[config.mk]
export PLATFORM = sky130hd
export DESIGN_NAME = pfc_protection_trim_regs
export DESIGN_NICKNAME = d
export VERILOG_FILES = /design/src/pkg/pfc_trim_pkg.sv /design/src/pkg/trim_if.sv /design/src/logic/gain_trimmer.sv /design/src/logic/pfc_protection_trim_regs.sv
export SDC_FILE = /design/constraint.sdc
export NUM_CORES = 1
export LEC_CHECK = 0
export ABC_AREA = 1
export CAP_MARGIN = 10
export CORE_UTILIZATION = 60
export CTS_CLUSTER_SIZE = 8
export DETAILED_ROUTE_END_ITERATION = 12
export DONT_BUFFER_PORTS = 1
export PLACE_DENSITY_LB_ADDON = 0.15
export SLEW_MARGIN = 5
export SYNTH_ARGS = -nofsm -noshare
export SYNTH_HDL_FRONTEND = slang
export SYNTH_SLANG_ARGS = --single-unit
export TNS_END_PERCENT = 50
[constraint.sdc]
create_clock -name CLK -period 15.3 [get_ports CLK]
set_input_delay 0 -clock CLK [delete_from_list [all_inputs] [get_ports CLK]]
set_output_delay 0 -clock CLK [all_outputs]
set_load 0.005 [all_outputs]
[src/pkg/pfc_trim_pkg.sv]
// Constants and types shared by the protection and trim register group
package pfc_trim_pkg;

  // ****************************************
  // Register offsets
  // ****************************************
  localparam logic [15:0] FAST_OC_SETTING_ADDR   = 16'hfe3e;
  localparam logic [15:0] TEMP_HYSTERESIS_ADDR   = 16'hfe3f;
  localparam logic [15:0] LINE_GAIN_TRIM_ADDR    = 16'hfe40;
  localparam logic [15:0] OUTPUT_GAIN_TRIM_ADDR  = 16'hfe41;
  localparam logic [15:0] CURRENT_GAIN_TRIM_ADDR = 16'hfe42;
  localparam logic [15:0] PHASE_BAL_GAIN_ADDR    = 16'hfe43;
  localparam logic [15:0] LOW_POWER_THRESH_ADDR  = 16'hfe44;

  // ****************************************
  // Reset values
  // ****************************************
  localparam logic [7:0]  FAST_OC_SETTING_RST   = 8'h00;
  localparam logic [7:0]  TEMP_HYSTERESIS_RST   = 8'h00;
  localparam logic [7:0]  GAIN_TRIM_RST         = 8'h00;
  localparam logic [7:0]  PHASE_BAL_GAIN_RST    = 8'h00;
  localparam logic [12:0] LOW_POWER_THRESH_RST  = 13'h0000;

  // ****************************************
  // Field layout
  // ****************************************
  localparam int          LIMIT_MSB         = 7;
  localparam int          LIMIT_LSB         = 5;
  localparam int          SENSE_NEG_BIT     = 7;
  localparam int          RANGE_SEL_BIT     = 1;
  localparam int          REF_SEL_BIT       = 0;
  localparam logic [7:0]  FAST_OC_WR_MASK   = 8'he3;
  localparam int          TRIM_SIGN_BIT     = 7;
  localparam int          BAL_ENABLE_BIT    = 7;
  localparam int          LOW_POWER_W       = 13;
  localparam int          TRIM_SHIFT        = 10;

  // Current limit value in microamps per code
  localparam logic [6:0]  LIMIT_UA_TABLE [8] = '{
    7'd20, 7'd40, 7'd60, 7'd80, 7'd60, 7'd80, 7'd100, 7'd120
  };

  // ****************************************
  // Timing
  // ****************************************
  localparam int          CLK_PERIOD_NS     = 8;
  localparam int          DEBOUNCE_NS [4]   = '{40, 80, 120, 240};
  localparam int          DEBOUNCE_CYC [4]  = '{
    (DEBOUNCE_NS[0] + CLK_PERIOD_NS - 1) / CLK_PERIOD_NS,
    (DEBOUNCE_NS[1] + CLK_PERIOD_NS - 1) / CLK_PERIOD_NS,
    (DEBOUNCE_NS[2] + CLK_PERIOD_NS - 1) / CLK_PERIOD_NS,
    (DEBOUNCE_NS[3] + CLK_PERIOD_NS - 1) / CLK_PERIOD_NS
  };

  // ****************************************
  // Overcurrent state machine
  // ****************************************
  typedef enum logic [2:0] {
    OC_IDLE     = 3'b001,
    OC_DEBOUNCE = 3'b010,
    OC_TRIPPED  = 3'b100
  } oc_state_t;

endpackage : pfc_trim_pkg

[src/pkg/trim_if.sv]
// Carrier between the register group and one gain trim path
`timescale 1ns/1ps
interface trim_if #(parameter int W = 12);
  logic [W-1:0] sample;
  logic         sample_valid;
  logic [7:0]   trim;
  logic [W-1:0] result;
  logic         result_valid;

  modport trimmer (input sample, input sample_valid, input trim,
                   output result, output result_valid);
  modport user    (output sample, output sample_valid, output trim,
                   input result, input result_valid);
endinterface : trim_if

[src/logic/gain_trimmer.sv]
// One measurement path gain correction stage
`timescale 1ns/1ps
module gain_trimmer
  import pfc_trim_pkg::*;
#(
  parameter int W = 12
) (
  input  wire logic   clk,
  input  wire logic   rst_n,
  trim_if.trimmer     tp
);

  logic [6:0]   mag;
  logic [W+6:0] prod;
  logic [W:0]   corr;
  logic [W:0]   sum_nxt;
  logic [W:0]   diff_nxt;

  assign mag      = tp.trim[6:0];
  assign prod     = (W+7)'(tp.sample) * (W+7)'(mag);
  assign corr     = (W+1)'(prod >> TRIM_SHIFT);
  assign sum_nxt  = {1'b0, tp.sample} + corr;
  assign diff_nxt = {1'b0, tp.sample} - corr;

  // ****************************************
  // Corrected sample, saturated at both ends
  // ****************************************
  always_ff @(posedge clk) begin
    if (!rst_n) begin
      tp.result       <= '0;
      tp.result_valid <= 1'b0;
    end else begin
      tp.result_valid <= tp.sample_valid;
      if (tp.sample_valid) begin
        if (tp.trim[TRIM_SIGN_BIT]) begin
          tp.result <= diff_nxt[W] ? '0 : diff_nxt[W-1:0];
        end else begin
          tp.result <= sum_nxt[W] ? '1 : sum_nxt[W-1:0];
        end
      end
    end
  end

endmodule : gain_trimmer

[src/logic/pfc_protection_trim_regs.sv]
// Protection, trim, phase balance and low power threshold register group
`timescale 1ns/1ps
module pfc_protection_trim_regs
  import pfc_trim_pkg::*;
#(
  parameter int ADC_W   = 12,
  parameter int TEMP_W  = 12,
  parameter int PHASE_W = 12,
  parameter int INTEG_W = 24,
  parameter int VOUT_W  = 11
) (
  input  wire logic                CLK,
  input  wire logic                RST_N,
  input  wire logic [15:0]         REG_ADDR,
  input  wire logic [15:0]         REG_WDATA,
  input  wire logic                REG_WR,
  input  wire logic                REG_RD,
  output      logic [15:0]         REG_RDATA,
  output      logic                REG_RVALID,
  output      logic                REG_WR_REFUSED,
  input  wire logic                TRIM_UNLOCK,
  input  wire logic                CS_ABOVE_LIMIT,
  input  wire logic                SWITCH_CYCLE_START,
  input  wire logic [1:0]          DEBOUNCE_SEL,
  output      logic                SWITCH_DISABLE,
  output      logic                SENSE_NEGATIVE,
  output      logic [6:0]          CURRENT_LIMIT_UA,
  output      logic                CS_RANGE_500MV,
  output      logic                LEVEL_SHIFT_REF_EXT,
  input  wire logic [TEMP_W-1:0]   THERMAL_SENSOR,
  input  wire logic                THERMAL_VALID,
  input  wire logic [TEMP_W-1:0]   TEMP_FAULT_LIMIT,
  input  wire logic [TEMP_W-1:0]   TEMP_WARNING_LIMIT,
  output      logic                OVERTEMP_FAULT_FLAG,
  output      logic                OVERTEMP_WARNING_FLAG,
  input  wire logic [ADC_W-1:0]    LINE_SAMPLE,
  input  wire logic [ADC_W-1:0]    OUTPUT_SAMPLE,
  input  wire logic [ADC_W-1:0]    CURRENT_SAMPLE,
  input  wire logic                SAMPLE_VALID,
  output      logic [ADC_W-1:0]    LINE_TRIMMED,
  output      logic [ADC_W-1:0]    OUTPUT_TRIMMED,
  output      logic [ADC_W-1:0]    CURRENT_TRIMMED,
  output      logic                TRIMMED_VALID,
  input  wire logic [PHASE_W-1:0]  PHASE_A_CURRENT,
  input  wire logic [PHASE_W-1:0]  PHASE_B_CURRENT,
  input  wire logic                BALANCE_SAMPLE,
  output      logic [INTEG_W-1:0]  BALANCE_CORRECTION,
  output      logic                BALANCE_ACTIVE,
  input  wire logic                SMART_VOUT_EN,
  input  wire logic [LOW_POWER_W-1:0] INPUT_POWER,
  input  wire logic [7:0]          POWER_HYSTERESIS,
  input  wire logic                HIGH_LINE,
  input  wire logic [VOUT_W-1:0]   LOW_LINE_LOW_POWER_TARGET,
  input  wire logic [VOUT_W-1:0]   HIGH_LINE_LOW_POWER_TARGET,
  output      logic                LOW_POWER_MODE,
  output      logic [VOUT_W-1:0]   LOW_POWER_TARGET
);

  // ****************************************
  // Register storage
  // ****************************************
  logic [7:0]             fast_oc_r;
  logic [7:0]             temp_hys_r;
  logic [7:0]             line_trim_r;
  logic [7:0]             output_trim_r;
  logic [7:0]             current_trim_r;
  logic [7:0]             bal_gain_r;
  logic [LOW_POWER_W-1:0] low_power_r;

  logic                   is_trim_addr;
  logic                   wr_ok;

  assign is_trim_addr = (REG_ADDR == LINE_GAIN_TRIM_ADDR)
                      || (REG_ADDR == OUTPUT_GAIN_TRIM_ADDR)
                      || (REG_ADDR == CURRENT_GAIN_TRIM_ADDR);
  assign wr_ok        = REG_WR && (!is_trim_addr || TRIM_UNLOCK);

  always_ff @(posedge CLK) begin
    if (!RST_N) begin
      fast_oc_r      <= FAST_OC_SETTING_RST;
      temp_hys_r     <= TEMP_HYSTERESIS_RST;
      line_trim_r    <= GAIN_TRIM_RST;
      output_trim_r  <= GAIN_TRIM_RST;
      current_trim_r <= GAIN_TRIM_RST;
      bal_gain_r     <= PHASE_BAL_GAIN_RST;
      low_power_r    <= LOW_POWER_THRESH_RST;
    end else if (wr_ok) begin
      unique case (REG_ADDR)
        FAST_OC_SETTING_ADDR:   fast_oc_r <= REG_WDATA[7:0] & FAST_OC_WR_MASK;
        TEMP_HYSTERESIS_ADDR:   temp_hys_r <= REG_WDATA[7:0];
        LINE_GAIN_TRIM_ADDR:    line_trim_r <= REG_WDATA[7:0];
        OUTPUT_GAIN_TRIM_ADDR:  output_trim_r <= REG_WDATA[7:0];
        CURRENT_GAIN_TRIM_ADDR: current_trim_r <= REG_WDATA[7:0];
        PHASE_BAL_GAIN_ADDR:    bal_gain_r <= REG_WDATA[7:0];
        LOW_POWER_THRESH_ADDR:  low_power_r <= REG_WDATA[LOW_POWER_W-1:0];
        default: ;
      endcase
    end
  end

  // Locked trim write reported as a pulse
  always_ff @(posedge CLK) begin
    if (!RST_N) begin
      REG_WR_REFUSED <= 1'b0;
    end else begin
      REG_WR_REFUSED <= REG_WR && is_trim_addr && !TRIM_UNLOCK;
    end
  end

  // ****************************************
  // Read back
  // ****************************************
  always_ff @(posedge CLK) begin
    if (!RST_N) begin
      REG_RDATA  <= 16'h0000;
      REG_RVALID <= 1'b0;
    end else begin
      REG_RVALID <= REG_RD;
      if (REG_RD) begin
        unique case (REG_ADDR)
          FAST_OC_SETTING_ADDR:   REG_RDATA <= {8'h00, fast_oc_r};
          TEMP_HYSTERESIS_ADDR:   REG_RDATA <= {8'h00, temp_hys_r};
          LINE_GAIN_TRIM_ADDR:    REG_RDATA <= {8'h00, line_trim_r};
          OUTPUT_GAIN_TRIM_ADDR:  REG_RDATA <= {8'h00, output_trim_r};
          CURRENT_GAIN_TRIM_ADDR: REG_RDATA <= {8'h00, current_trim_r};
          PHASE_BAL_GAIN_ADDR:    REG_RDATA <= {8'h00, bal_gain_r};
          LOW_POWER_THRESH_ADDR:  REG_RDATA <= {3'b000, low_power_r};
          default:                REG_RDATA <= 16'h0000;
        endcase
      end
    end
  end

  // ****************************************
  // Overcurrent settings decode
  // ****************************************
  always_ff @(posedge CLK) begin
    if (!RST_N) begin
      SENSE_NEGATIVE      <= 1'b0;
      CURRENT_LIMIT_UA    <= LIMIT_UA_TABLE[0];
      CS_RANGE_500MV      <= 1'b0;
      LEVEL_SHIFT_REF_EXT <= 1'b0;
    end else begin
      SENSE_NEGATIVE      <= fast_oc_r[SENSE_NEG_BIT];
      CURRENT_LIMIT_UA    <= LIMIT_UA_TABLE[fast_oc_r[LIMIT_MSB:LIMIT_LSB]];
      CS_RANGE_500MV      <= fast_oc_r[RANGE_SEL_BIT];
      LEVEL_SHIFT_REF_EXT <= fast_oc_r[REF_SEL_BIT];
    end
  end

  // ****************************************
  // Overcurrent debounce and cycle shutdown
  // ****************************************
  oc_state_t  oc_state_r;
  logic [5:0] oc_count_r;
  logic [5:0] oc_limit;

  assign oc_limit       = 6'(DEBOUNCE_CYC[DEBOUNCE_SEL]);
  assign SWITCH_DISABLE = (oc_state_r == OC_TRIPPED);

  always_ff @(posedge CLK) begin
    if (!RST_N) begin
      oc_state_r <= OC_IDLE;
      oc_count_r <= 6'h00;
    end else begin
      unique case (oc_state_r)
        OC_IDLE: begin
          if (CS_ABOVE_LIMIT) begin
            oc_state_r <= OC_DEBOUNCE;
            oc_count_r <= 6'h01;
          end
        end
        OC_DEBOUNCE: begin
          if (!CS_ABOVE_LIMIT || SWITCH_CYCLE_START) begin
            oc_state_r <= OC_IDLE;
          end else if (oc_count_r >= oc_limit) begin
            oc_state_r <= OC_TRIPPED;
          end else begin
            oc_count_r <= oc_count_r + 6'h01;
          end
        end
        OC_TRIPPED: begin
          if (SWITCH_CYCLE_START) begin
            oc_state_r <= OC_IDLE;
          end
        end
        default: oc_state_r <= OC_IDLE;
      endcase
    end
  end

  // ****************************************
  // Over-temperature flags with hysteresis
  // ****************************************
  logic [TEMP_W:0] fault_release;
  logic [TEMP_W:0] warn_release;
  logic [TEMP_W:0] therm_ext;

  assign therm_ext     = {1'b0, THERMAL_SENSOR};
  assign fault_release = {1'b0, TEMP_FAULT_LIMIT} + (TEMP_W+1)'(temp_hys_r);
  assign warn_release  = {1'b0, TEMP_WARNING_LIMIT} + (TEMP_W+1)'(temp_hys_r);

  always_ff @(posedge CLK) begin
    if (!RST_N) begin
      OVERTEMP_FAULT_FLAG   <= 1'b0;
      OVERTEMP_WARNING_FLAG <= 1'b0;
    end else if (THERMAL_VALID) begin
      if (THERMAL_SENSOR < TEMP_FAULT_LIMIT) begin
        OVERTEMP_FAULT_FLAG <= 1'b1;
      end else if (therm_ext > fault_release) begin
        OVERTEMP_FAULT_FLAG <= 1'b0;
      end
      if (THERMAL_SENSOR < TEMP_WARNING_LIMIT) begin
        OVERTEMP_WARNING_FLAG <= 1'b1;
      end else if (therm_ext > warn_release) begin
        OVERTEMP_WARNING_FLAG <= 1'b0;
      end
    end
  end

  // ****************************************
  // Gain trim of the three measurement paths
  // ****************************************
  logic [ADC_W-1:0] path_in  [3];
  logic [7:0]       path_trim [3];
  logic [ADC_W-1:0] path_out [3];
  logic [2:0]       path_valid;

  assign path_in[0]   = LINE_SAMPLE;
  assign path_in[1]   = OUTPUT_SAMPLE;
  assign path_in[2]   = CURRENT_SAMPLE;
  assign path_trim[0] = line_trim_r;
  assign path_trim[1] = output_trim_r;
  assign path_trim[2] = current_trim_r;

  for (genvar g = 0; g < 3; g++) begin : g_path
    trim_if #(.W(ADC_W)) tp ();
    assign tp.sample       = path_in[g];
    assign tp.sample_valid = SAMPLE_VALID;
    assign tp.trim         = path_trim[g];
    assign path_out[g]     = tp.result;
    assign path_valid[g]   = tp.result_valid;
    gain_trimmer #(.W(ADC_W)) u_trim (
      .clk   (CLK),
      .rst_n (RST_N),
      .tp    (tp)
    );
  end

  assign LINE_TRIMMED    = path_out[0];
  assign OUTPUT_TRIMMED  = path_out[1];
  assign CURRENT_TRIMMED = path_out[2];
  assign TRIMMED_VALID   = path_valid[0];

  // ****************************************
  // Phase current balance integrator
  // ****************************************
  logic signed [PHASE_W:0]   phase_diff;
  logic signed [PHASE_W+8:0] bal_step;

  assign phase_diff = $signed({1'b0, PHASE_A_CURRENT}) - $signed({1'b0, PHASE_B_CURRENT});
  assign bal_step   = phase_diff * $signed({1'b0, bal_gain_r[6:0]});
  assign BALANCE_ACTIVE = bal_gain_r[BAL_ENABLE_BIT];

  always_ff @(posedge CLK) begin
    if (!RST_N) begin
      BALANCE_CORRECTION <= '0;
    end else if (!bal_gain_r[BAL_ENABLE_BIT]) begin
      BALANCE_CORRECTION <= '0;
    end else if (BALANCE_SAMPLE) begin
      BALANCE_CORRECTION <= BALANCE_CORRECTION
                          + INTEG_W'(unsigned'(INTEG_W'(bal_step)));
    end
  end

  // ****************************************
  // Smart output voltage low power mode
  // ****************************************
  logic [LOW_POWER_W:0] exit_level;

  assign exit_level = {1'b0, low_power_r} + (LOW_POWER_W+1)'(POWER_HYSTERESIS);

  always_ff @(posedge CLK) begin
    if (!RST_N) begin
      LOW_POWER_MODE <= 1'b0;
    end else if (!SMART_VOUT_EN) begin
      LOW_POWER_MODE <= 1'b0;
    end else if (INPUT_POWER < low_power_r) begin
      LOW_POWER_MODE <= 1'b1;
    end else if ({1'b0, INPUT_POWER} > exit_level) begin
      LOW_POWER_MODE <= 1'b0;
    end
  end

  always_ff @(posedge CLK) begin
    if (!RST_N) begin
      LOW_POWER_TARGET <= '0;
    end else begin
      LOW_POWER_TARGET <= HIGH_LINE ? HIGH_LINE_LOW_POWER_TARGET
                                    : LOW_LINE_LOW_POWER_TARGET;
    end
  end

endmodule : pfc_protection_trim_regs

Yosys cells after proc, flatten, opt, wreduce, memory -nomap -nowiden:

Memories as Yosys holds them, arrays and structs flattened. A register that Yosys moved wholly into a read port is not among the register bits.
Index checks and enable logic that the tools add are counted.

* reductions and logical operators: 28
* multiply operators: 4
* muxes and demuxes: 29
* add/sub/neg operators: 12
* $lt $le $gt $ge: 8
* eq/ne operators: 15
* bitwise operators: 2

Operator list (count)
* $eq 16x16->1 const B: 7
* $mux 12: 9
* $pmux 13 s7: 1
* $bmux 32 s2: 1
* $mul 12x7->19: 3
* $add 12x9->13: 3
* $sub 12x9->13: 3
* $mux 6: 5
* $add 12x8->13: 2
* $gt 12x13->1: 2
* $add 24x24->24: 1
* $lt 12x12->1: 2
* $reduce_and 2->1: 11
* $mul 13x8->21: 1
* $add 13x8->14: 1
* $gt 13x14->1: 1
* $lt 13x13->1: 1
* $sub 12x12->13: 1
* $mux 3: 4
* $pmux 6 s2: 1
* $mux 11: 1
* $pmux 3 s3: 1
* $ne 2x2->1 const B: 4
* $reduce_bool 2->1: 4
* 15 further kinds: 28

* memory bits (read-only): 56
* memories: 1
* output and inout port bits: 105
* register bits after elaboration: 163
* input port bits: 185
* word-level logic and storage cells: 123

Memory list
* (name not given): depth 8, width 7, read ports 1, clocked after Yosys merged registers in 1, wr ports 0, RTL line pfc_protection_trim_regs.sv:145 `CURRENT_LIMIT_UA <= LIMIT_UA_TABLE[fast_oc_r[LIMIT_MSB:LIMIT_LSB]];`

Longest topological paths before layout:

Gate-level depths: netlist of the first run.

* word-level depth: 8
* depth in mapped cells: 45

By module:

From an unflattened synthesis of the first run, not the netlist that was laid out.

* cells, all modules: 4471
* area total of the unflattened synthesis: 28603.7 µm²

Modules (own cells, without submodules)
* pfc_protection_trim_regs: instances 1, cells each 2128, area each 14269.9 µm², seq. area each 2562.5 µm²
* gain_trimmer (g_path[1].u_trim): instances 1, cells each 788, area each 4829.6 µm², seq. area each 260.2 µm²
* gain_trimmer (g_path[0].u_trim): instances 1, cells each 764, area each 4753.3 µm², seq. area each 260.2 µm²
* gain_trimmer (g_path[2].u_trim): instances 1, cells each 791, area each 4750.8 µm², seq. area each 260.2 µm²

Worst setup path before layout of the first run:

Ideal clock, no wire load.

* kind: input to register
* from: input port PHASE_A_CURRENT[0]
* to: register BALANCE_CORRECTION[23]
* required time: 15.190 ns
* arrival time: 5.879 ns
* slack: 9.312 ns
* stages on the path: 42
* cells stage by stage: inv_1 -> ha_1 -> fa_1 -> inv_1 -> a31oi_1 -> inv_1 -> nand2_1 -> nand2_1 -> nand2_1 -> nand2_1 -> o21ai_0 -> nand2_1 -> nand3_1 -> fa_1 -> inv_1 -> fa_1 -> fa_1 -> inv_1 -> (+6 left out) -> o21ai_0 -> nand2_1 -> nand2_1 -> nand2_1 -> nand2_1 -> xor2_1 -> ha_1 -> nand2_1 -> nor3_1 -> nand2_1 -> nor2_1 -> nand2_1 -> nand3_1 -> nand3_1 -> nand3_1 -> nand2_1 -> inv_1 -> nor2_1

* cells in the longest elaborated chain, start to end: 3

Ends and longest elaborated chain
* start, declared: RTL line pfc_protection_trim_regs.sv:44 `input wire logic [PHASE_W-1:0] PHASE_A_CURRENT,`
* $sub 12x12->13: RTL line pfc_protection_trim_regs.sv:261 `assign phase_diff = $signed({1'b0, PHASE_A_CURRENT}) - $signed({1'b0, PHASE_B_CURRENT});`
* $mul 13x8->21: RTL line pfc_protection_trim_regs.sv:262 `assign bal_step = phase_diff * $signed({1'b0, bal_gain_r[6:0]});`
* $add 24x24->24: RTL line pfc_protection_trim_regs.sv:272 `+ INTEG_W'(unsigned'(INTEG_W'(bal_step)));`
* end signal, assigned: RTL line pfc_protection_trim_regs.sv:271 `BALANCE_CORRECTION <= BALANCE_CORRECTION`
* end, declared: RTL line pfc_protection_trim_regs.sv:47 `output logic [INTEG_W-1:0] BALANCE_CORRECTION,`

Every way passes these cells.
A chain may end at the register's enable or synchronous reset.

Worst setup path after layout of the first run:

* from: register current_trim_r[1]
* to: register g_path[2].u_trim.tp.result[11]

* cells in the longest elaborated chain, start to end: 4
* elaborated cells on any way between the ends: 6

Ends and longest elaborated chain
* start, declared: RTL line pfc_protection_trim_regs.sv:66 `logic [7:0] current_trim_r;`
* start signal, assigned: RTL line pfc_protection_trim_regs.sv:93 `CURRENT_GAIN_TRIM_ADDR: current_trim_r <= REG_WDATA[7:0];`
* $mul 12x7->19 *: RTL line gain_trimmer.sv:20 `assign prod = (W+7)'(tp.sample) * (W+7)'(mag);`
* $add 12x9->13 / $sub 12x9->13 (equally long branches): RTL line gain_trimmer.sv:22, gain_trimmer.sv:23
* $mux 12, on equally long branches: RTL line gain_trimmer.sv:38, gain_trimmer.sv:36
* $mux 12 *: RTL line gain_trimmer.sv:35 `if (tp.trim[TRIM_SIGN_BIT]) begin`
* end signal, assigned: RTL line gain_trimmer.sv:36 `tp.result <= diff_nxt[W] ? '0 : diff_nxt[W-1:0];`
* end signal, assigned: RTL line gain_trimmer.sv:38 `tp.result <= sum_nxt[W] ? '1 : sum_nxt[W-1:0];`
* end, declared: RTL line trim_if.sv:11 `output result, output result_valid);`

Every way passes the cells marked *; elsewhere a longest branch is shown, timed or not.

==> flow_summary.toml, run 1 <==
[clocking]
clk_latency_ns = 0.49
root_buffer = "clkbuf_16"
clk_path_buf_depth = 2
cts_tree = "done"
cts_resized = 0
postCtsSetupRepairBufs = 0
holdBufCountCts = 117
cts_made_buffers = 17
numClockSinks = 165
htree_levels = 4
clk_pin_slew_ns = 0.08

[finish]
layout.nets = 4687
area_delta_synth_final_pct = 8.16
diodes = 0
final_cell_mix = "nand2_1, inv_1, nor2_1, ha_1, a21oi_1"
final_common_cell = "nand2_1"
fin_util = 0.659
n_fill_cell = 3970
drive_gt1_frac = 0.0205

[critical_path]
critPathMaxStageDelay_ns = 0.72
cp-start-kind = "flop"
path_class = "reg -> reg"
crit_start = "current_trim_r[1]"
crit_arrival_ns = 7.72
crit_path_end_kind = "flop"
path_common_cell = "nand2_1"
r2r_start = "current_trim_r[1]"
crit_required_ns = 15.70
path_max_fanout = 13
critical-path-slowest-cell = "dfxtp_1"

[floorplan]
die_x_um = 211
initial_utilization = 0.609
ios = 290
rows = 76
die_h_um = 211
die_area_sq_mm = 0.0446
fp.coreArea_sq_mm = 0.0431

[placement]
dpl.hpwl_mm = 54.1
gp_congestion = 0.950
dp_worst_setup_slack_ns = 8.45
numPortBuffers = 0

[sta]
fin_ws_ns = 7.99
fin_skew_ns = 0.0145
fin_crit_sh = 0.478
setup_violations = 0
setup_tns_ns = 0
max_freq_mhz = 137
maxSlewViolCount = 0
finalCriticalPeriod_ns = 7.31
hold_viol = 0
rsz0062_at_grt = "false"
max_slew_margin = 0.200
worst_slew_pin_slew_ns = 1.19

[detailed_routing]
detail_route.vias_per_cell = 5.47
first_iter_violations = 1789
vias = 24800
firstDrtPassIters = 7
drc = 0
final_antenna_net_count = 0
wl_mm = 70.8
drt-wirelength-per-cell_um = 15.6

[synth]
netlist_instances = 3884
synth_seq_cells = 165
yosys.area.top_type = "fa_1"
syn_area_per_cell_sq_um = 6.75
synth.yosys.seq_area_share = 0.126
synth_warnings = 0
synth_top_area_frac = 0.172
synth.distinct_cells = 59
synth.area.top_cells = "fa_1, ha_1, nand2_1, dfxtp_1, inv_1"
synth-edff-count = 0
synth-async-reset-ratio = 0
ys.flop_type = "dfxtp_1"
syn_area_sq_mm = 0.0262

[global_route]
grt_util_all_layers = 0.325
grt_pass1_wl_mm = 117
grt_overflow_total = 0
antenna_found_initial = 0
grt_pass1_vias = 23900
grt_max_degree = 74

[power_and_ir_drop]
power_density_mw_per_mm2 = 39.9
peakVddDrop_uv = 69.4
p_leak_nw = 15.8
p_total_w = 0.00113

[min_path]
worstHoldStart = "CURRENT_SAMPLE[10]"
min_path_type = "in -> reg"

[outcome]
status = "completed"

[job]
maxCapViolations = 0
-- per-stage QoR --
step                      cell area, sq um  hold WS [ns]  std cells
final                                28400        0.0385       4530
after global routing                 28400        0.0470       4530
after CTS                            28400        0.0149       4530
after detailed placement             26600        0.0838       4382
after global placement               26600        0.0832       4382
after floorplan                      26200        0.0777       3888
-- cell usage after synthesis, types with 6 or more instances --
library cell and instances:
a31oi_1 14, nand2_1 929, buf_4 7, nand4_1 43, a21oi_1 250, fa_1 226, inv_2 8, inv_1 719
a211oi_1 16, buf_2 17, nor2_1 429, ha_1 343, xor2_1 78, o21bai_1 31, dfxtp_1 165, clkbuf_1 60
a21o_1 13, xnor2_1 25, o21ai_0 157, nor4_1 6, nand3_4 6, nor3_1 42, o2111ai_1 6, nand3_1 198
o211ai_1 20
-- cell type report --
class,count,area (sq um),share of cell area
Tap cell,585,732,0.0258
Timing Repair Buffer,120,1230,0.0434
Multi-Input combinational cell,2895,19700,0.696
Clock inverter,13,163,0.00573
Sequential cell,165,3300,0.116
Inverter,734,2760,0.0974
Clock buffer,18,439,0.0155
-- path summary, 6_finish.rpt --
path | to | cells past startpoint | slack, ns
hold / removal | g_path[2].u_trim.tp.result[11] | 7 | 0.04
setup reg to reg | g_path[2].u_trim.tp.result[11] | 31 | 7.99
setup / recovery | g_path[2].u_trim.tp.result[11] | 31 | 7.99
hold reg to reg | LEVEL_SHIFT_REF_EXT | 2 | 0.44
-- state kept, by name, summed over array words and instances, names as in the netlist --
| name | flops |
|---|---|
| BALANCE_CORRECTION | 24 |
| oc_state_r | 3 |
| oc_count_r | 6 |
| current_trim_r | 8 |
| CS_RANGE_500MV | 1 |
| temp_hys_r | 8 |
| g_path.u_trim.tp.result | 36 |
| REG_RDATA | 13 |
| fast_oc_r | 5 |
| SENSE_NEGATIVE | 1 |
| OVERTEMP_WARNING_FLAG | 1 |
| CURRENT_LIMIT_UA | 5 |
| REG_RVALID | 1 |
| bal_gain_r | 8 |
| low_power_r | 13 |
| LOW_POWER_TARGET | 11 |
| OVERTEMP_FAULT_FLAG | 1 |
| LOW_POWER_MODE | 1 |
| REG_WR_REFUSED | 1 |
| g_path.u_trim.tp.result_valid | 1 |
| g_path.tp.trim | 16 |
| LEVEL_SHIFT_REF_EXT | 1 |
-- per-layer routing --
layer | routed length (um) | track usage | vias up | share of wire
met5 | 0 | 0 | - | 0
met4 | 1340 | 0.0897 | 0 | 0.019
met3 | 5430 | 0.0626 | 97 | 0.077
met2 | 32600 | 0.536 | 841 | 0.46
met1 | 31500 | 0.433 | 11500 | 0.44
li1 | - | - | 12300 | -
-- worst max-delay path, delay by kind of cell, from the launching register on --
| kind | cells | cell delay (ns) |
|---|---|---|
| AO/OA/AOI/OAI | 5 | 0.85 |
| XOR/XNOR | 1 | 0.20 |
| adder cells (fa/ha/maj) | 6 | 2.82 |
| buffers and inverters | 6 | 1.41 |
| flip-flops | 1 | 0.72 |
| AND/OR/NAND/NOR | 13 | 1.20 |
-- cells by family (layout without fill, tap and decap cells) --
group | after synthesis | after routing | synth area share
simple gates | 1687 | 1687 | 0.268
buf+inv | 828 | 885 | 0.122
fa+ha+maj | 569 | 569 | 0.336
compound gates | 531 | 531 | 0.114
flops | 165 | 165 | 0.126
xor+xnor | 103 | 103 | 0.0344
other cells | 1 | 5 | 0.000143
-- power by group --
group          internal, W  switching, W
Clock             0.000249      0.000217
Sequential        0.000441     0.0000104
Combinational    0.0000814      0.000133
Total             0.000772      0.000360
Power figures use the tool's default switching activity.
==> run 2, diff against run 1 <==
==> constraint.sdc (replaced) <==
create_clock -name CLK -period 6.3 [get_ports CLK]
set_input_delay 0 -clock CLK [delete_from_list [all_inputs] [get_ports CLK]]
set_output_delay 0 -clock CLK [all_outputs]
set_load 0.005 [all_outputs]
==> run 2 against run 1 <==
  * The run now ends with negative hold slack left
  * Via count is 1.4% higher
  * Clock-buffer cell count decreased by 1
  * Die area unchanged
  * Wire length rose by 3.0%
==> flow_summary.toml, run 2 (synthesis gave the netlist of run 1 again) <==
[min_path]
min_path_type = "in -> reg"

[power_and_ir_drop]
p_leak_nw = 16.2
peakVddDrop_uv = 159
p_total_w = 0.00280
power_density_mw_per_mm2 = 96.4

[placement]
dpl.hpwl_mm = 56.5
gp_congestion = 0.977
numPortBuffers = 0
dp_worst_setup_slack_ns = -0.120

[global_route]
grt_pass1_vias = 24600
grt_util_all_layers = 0.337
grt_pass1_wl_mm = 121
antenna_found_initial = 4
grt_max_degree = 66
grt_overflow_total = 0

[clocking]
numClockSinks = 165
htree_levels = 4
clk_pin_slew_ns = 0.08
clk_path_buf_depth = 2
clk_latency_ns = 0.50
cts_tree = "done"
root_buffer = "clkbuf_16"
cts_made_buffers = 17

[finish]
area_delta_synth_final_pct = 10.8
final_cell_mix = "nand2_1, inv_1, nor2_1, ha_1, a21oi_1"
layout.nets = 4765
largest_reg_flops = 36
drive_gt1_frac = 0.0497
n_fill_cell = 3934
top_register = "g_path.u_trim.tp.result"
fin_util = 0.675
final_common_cell = "nand2_1"

[critical_path]
cp-start-kind = "flop"
path_max_fanout = 11
crit_arrival_ns = 6.31
crit_path_end_kind = "flop"
path_class = "reg -> reg"
crit_required_ns = 6.67

[detailed_routing]
wl_met3_mm = 5.59
vias = 25100
wl_mm = 72.9
firstDrtPassIters = 5
final_antenna_net_count = 0
wl_met1_mm = 31.9
drt-wirelength-per-cell_um = 15.8
top_layer_used = "met5"
detail_route.vias_per_cell = 5.45
drc = 0
first_iter_violations = 1886
wl_met2_mm = 33.8

[sta]
max_freq_mhz = 168
worst_slew_pin_slew_ns = 1.26
maxSlewViolCount = 0
max_slew_margin = 0.155
setup_violations = 0
hold_slack_ns = -0.00947
rsz0062_at_grt = "true"
hold_viol = 1
fin_ws_ns = 0.361
fin_skew_ns = 0.0102
fin_crit_sh = 0.943
finalCriticalPeriod_ns = 5.94

[floorplan]
die_h_um = 211
ios = 290
die_x_um = 211
rows = 76
initial_utilization = 0.609
fp.coreArea_sq_mm = 0.0431
die_area_sq_mm = 0.0446

[job]
maxCapViolations = 0

[outcome]
violations = "negative hold slack"
status = "complete, but fails checks"
run 2: routing by layer:
| metal | global-route usage | vias to the layer above |
|---|---|---|
| li1 | - | 12500 |
| met1 | 0.437 | 11700 |
| met2 | 0.563 | 843 |
| met3 | 0.0720 | 121 |
| met4 | 0.0952 | 4 |
| met5 | 0 | - |
run 2: stage by stage:
stage | instances | area [sq um] | hold WS (ns) | TNS (ns)
2_1_floorplan | 3888 | 26200 | 0.0777 | 0
4_1_cts | 4607 | 29000 | 0.00233 | 0
3_5_place_dp | 4464 | 27200 | 0.0951 | -0.280
3_3_place_gp | 4464 | 27200 | 0.0934 | -0.112
6_report | 4610 | 29100 | -0.00947 | 0
5_1_grt | 4610 | 29100 | 0.0495 | -0.0328
run 2: critical path, stage by stage (launching register included):
cell     delay, ns
dfxtp_2       0.49
nand2_1       0.13
fa_1          0.51
fa_1          0.50
inv_1         0.06
fa_1          0.49
fa_1          0.41
ha_1          0.35
a21oi_1       0.19
o21ai_0       0.17
a21oi_1       0.15
nand2_1       0.07
nand2_1       0.08
nand2_1       0.10
a21o_1        0.20
xor2_1        0.28
ha_4          0.28
a21oi_1       0.12
nand2_1       0.12
nand2_1       0.09
nand3_1       0.11
nand2_1       0.10
nand2_1       0.13
a21oi_4       0.23
o21ai_0       0.12
nor2_1        0.26
nor2_1        0.07
run 2: worst paths after layout:
| path | end | slack (ns) | depth (start not counted) | from |
|---|---|---|---|---|
| setup / recovery | g_path[2].u_trim.tp.result[6] | 0.36 | 26 | current_trim_r[4] |
| setup reg to reg | g_path[2].u_trim.tp.result[6] | 0.36 | 26 | current_trim_r[4] |
| hold reg to reg | LEVEL_SHIFT_REF_EXT | 0.47 | 2 | fast_oc_r[0] |
| hold / removal | g_path[2].u_trim.tp.result[3] | -0.009 | 6 | CURRENT_SAMPLE[3] |
run 2: area by class of cell:
| type | instances | area, sq um | share of cell area |
|---|---|---|---|
| Multi-Input combinational cell | 2895 | 19800 | 0.681 |
| Sequential cell | 165 | 3340 | 0.115 |
| Inverter | 734 | 2760 | 0.0950 |
| Timing Repair Buffer | 198 | 1810 | 0.0624 |
| Tap cell | 585 | 732 | 0.0252 |
| Clock buffer | 17 | 425 | 0.0146 |
| Clock inverter | 15 | 193 | 0.00663 |
| Antenna cell | 1 | 2.50 | 0.0000861 |
run 2: where the power goes:
group	total (W)	internal (W)	leakage (nW)	switching, W
logic	0.000556	0.000223	14.5	0.000333
clock network	0.00115	0.000577	0.303	0.000578
registers	0.00109	0.00107	1.35	0.0000241
run 2: timing repair:
action / 4_1_cts / 5_1_grt
hold buffers: 111 / 0
endpoints found under the hold margin: 164 / 0
setup endpoints to repair: 0 / 41
gates resized for setup: 0 / 43
setup buffers: 0 / 2
==> run 3, diff against run 2 <==
==> constraint.sdc (replaced) <==
create_clock -name CLK -period 6.8 [get_ports CLK]
set_input_delay 0 -clock CLK [delete_from_list [all_inputs] [get_ports CLK]]
set_output_delay 0 -clock CLK [all_outputs]
set_load 0.005 [all_outputs]
==> run 3 against run 2 <==
  * Cell count decreased by 1.3%
  * Critical endpoint is now g_path[1].u_trim.tp.result[0]
  * Global-route usage decreased by 0.54 points
  * Power decreased by 7.9%
  * Highest routed layer unchanged
  * The run still ends with negative hold slack left
==> flow_summary.toml, run 3 (synthesis gave the netlist of run 1 again) <==
[global_route]
grt_util_all_layers = 0.331
grt_max_degree = 74
grt_pass1_wl_mm = 119
grt_overflow_total = 0
grt_pass1_vias = 24200
antenna_found_initial = 2

[detailed_routing]
final_antenna_net_count = 0
wl_mm = 71.7
vias = 24800
firstDrtPassIters = 6
first_iter_violations = 1880
detail_route.vias_per_cell = 5.45
drt-wirelength-per-cell_um = 15.8
drc = 0

[power_and_ir_drop]
comb_power_share = 0.188
p_total_w = 0.00258
p_switching_w = 0.000847
peakVddDrop_uv = 154
p_leak_nw = 15.9
power_density_mw_per_mm2 = 90.3
power.share.sequential = 0.392
p_clk_frac = 0.420
p_sw_frac = 0.328
internal-power_w = 0.00173

[clocking]
clk_pin_slew_ns = 0.08
clk_path_buf_depth = 2
clk_latency_ns = 0.51
cts_made_buffers = 17
root_buffer = "clkbuf_16"
numClockSinks = 165
htree_levels = 4
cts_tree = "done"

[finish]
seq_area_sq_mm = 0.00334
layout.nets = 4704
top_register = "g_path.u_trim.tp.result"
final_common_cell = "nand2_1"
largest_reg_flops = 36
final_cell_mix = "nand2_1, inv_1, nor2_1, ha_1, a21oi_1"
final_cells = 4549
n_fill_cell = 3958
multi_input_area_sq_mm = 0.0198
area_delta_synth_final_pct = 8.99
drive_gt1_frac = 0.0308

[critical_path]
cp-start-kind = "flop"
cp_cell_sequence = "buf_4, nand2_1, fa_1, inv_1, fa_1, fa_1, fa_1, ha_1, nand2_1, nor2_1, nand3_1, o2111ai_1, xor2_1, inv_1, fa_1, nand3_1, nand2_1, nand4_1, nand3_1, nand2_1, nand3_1, o21bai_1, dlygate4sd3_1, a21oi_1"
crit_arrival_ns = 6.82
crit_required_ns = 7.19
crit_path_end_kind = "flop"
critical-path-slowest-cell = "dlygate4sd3_1"
critPathMaxStageDelay_ns = 0.56
path_common_cell = "fa_1"
path_max_fanout = 8
path_class = "reg -> reg"
reg2reg_depth = 24

[floorplan]
initial_utilization = 0.609
fp.coreArea_sq_mm = 0.0431
die_area_sq_mm = 0.0446
die_h_um = 211
rows = 76
die_x_um = 211
ios = 290

[min_path]
min_path_cells = 6
min_path_type = "in -> reg"

[placement]
dpl.hpwl_mm = 55.3
dp_cells = 4400
gp_congestion = 0.943
dp_worst_setup_slack_ns = 0.0635
numPortBuffers = 0

[sta]
fin_ws_ns = 0.370
hold_slack_ns = -0.00226
max_freq_mhz = 156
worst_slew_pin_slew_ns = 1.17
finalCriticalPeriod_ns = 6.43
fin_skew_ns = 0.0164
fin_crit_sh = 0.946
maxSlewViolCount = 0
max_slew_margin = 0.213
setup_violations = 0
hold_viol = 1
setup_tns_ns = 0
rsz0062_at_grt = "true"

[outcome]
status = "complete, but fails checks"
violations = "negative hold slack"

[job]
maxCapViolations = 0
run 3: cell count changes in the layout (fill, tap and decap cells not counted), moves of 3 or more:
cell | before | now
buf_4 | 86 | 22
a21oi_1 | 245 | 250
a21oi_2 | 8 | 3
dfxtp_2 | 13 | 9
dlygate4sd3_1 | 108 | 112
dfxtp_1 | 147 | 150
run 3: final cells by class:
cell class,count,area share
repair buffers,137,0.0474
clock inverters,14,0.00639
inverters,734,0.0966
diodes,1,0.0000875
clock buffers,18,0.0150
well taps,585,0.0256
flip-flops and latches,165,0.117
multi-input cells,2895,0.692
run 3: per-stage QoR:
stage / util / area [sq um]
after floorplan: - / 26200
after global placement: 0.620 / 26700
after detailed placement: 0.620 / 26700
after CTS: 0.661 / 28500
after global routing: 0.664 / 28600
final: 0.664 / 28600
run 3: power groups by stage:
stage / clock [W] / sequential [W] / combinational [W]
after floorplan: 0 / 0.00103 / 0.000328
after global placement: 0 / 0.00104 / 0.000378
after detailed placement: 0 / 0.00104 / 0.000385
after CTS: 0.00109 / 0.00101 / 0.000467
after global routing: 0.00113 / 0.00101 / 0.000546
final: 0.00108 / 0.00101 / 0.000486
run 3: final timing paths:
path | endpoint | slack [ns] | from
hold / removal | g_path[2].u_trim.tp.result[3] | -0.002 | CURRENT_SAMPLE[3]
setup / recovery | g_path[1].u_trim.tp.result[0] | 0.37 | g_path[1].tp.trim[6]
hold reg to reg | LEVEL_SHIFT_REF_EXT | 0.46 | fast_oc_r[0]
setup reg to reg | g_path[1].u_trim.tp.result[0] | 0.37 | g_path[1].tp.trim[6]
run 3: repair_timing:
action,4_1_cts,5_1_grt
endpoints found under the hold margin,164,1
resized for setup,0,32
hold buffers,114,1
endpoints found under the setup margin,0,8
setup buffers,0,1
run 3: critical path: cells and delay by family, from the launching register on:
kind,cells,cell delay [ns]
flops,1,0.47
xor+xnor,1,0.40
compound gates,3,0.37
simple gates,10,1.18
buf+inv,4,0.98
fa+ha+maj,6,2.91
run 3: layer usage:
metal	wire length (um)	vias up	global-route usage
met4	1790	2	0.107
met3	5570	130	0.0639
met2	32700	842	0.547
li1	-	12400	-
met5	8	-	0
met1	31700	11500	0.434
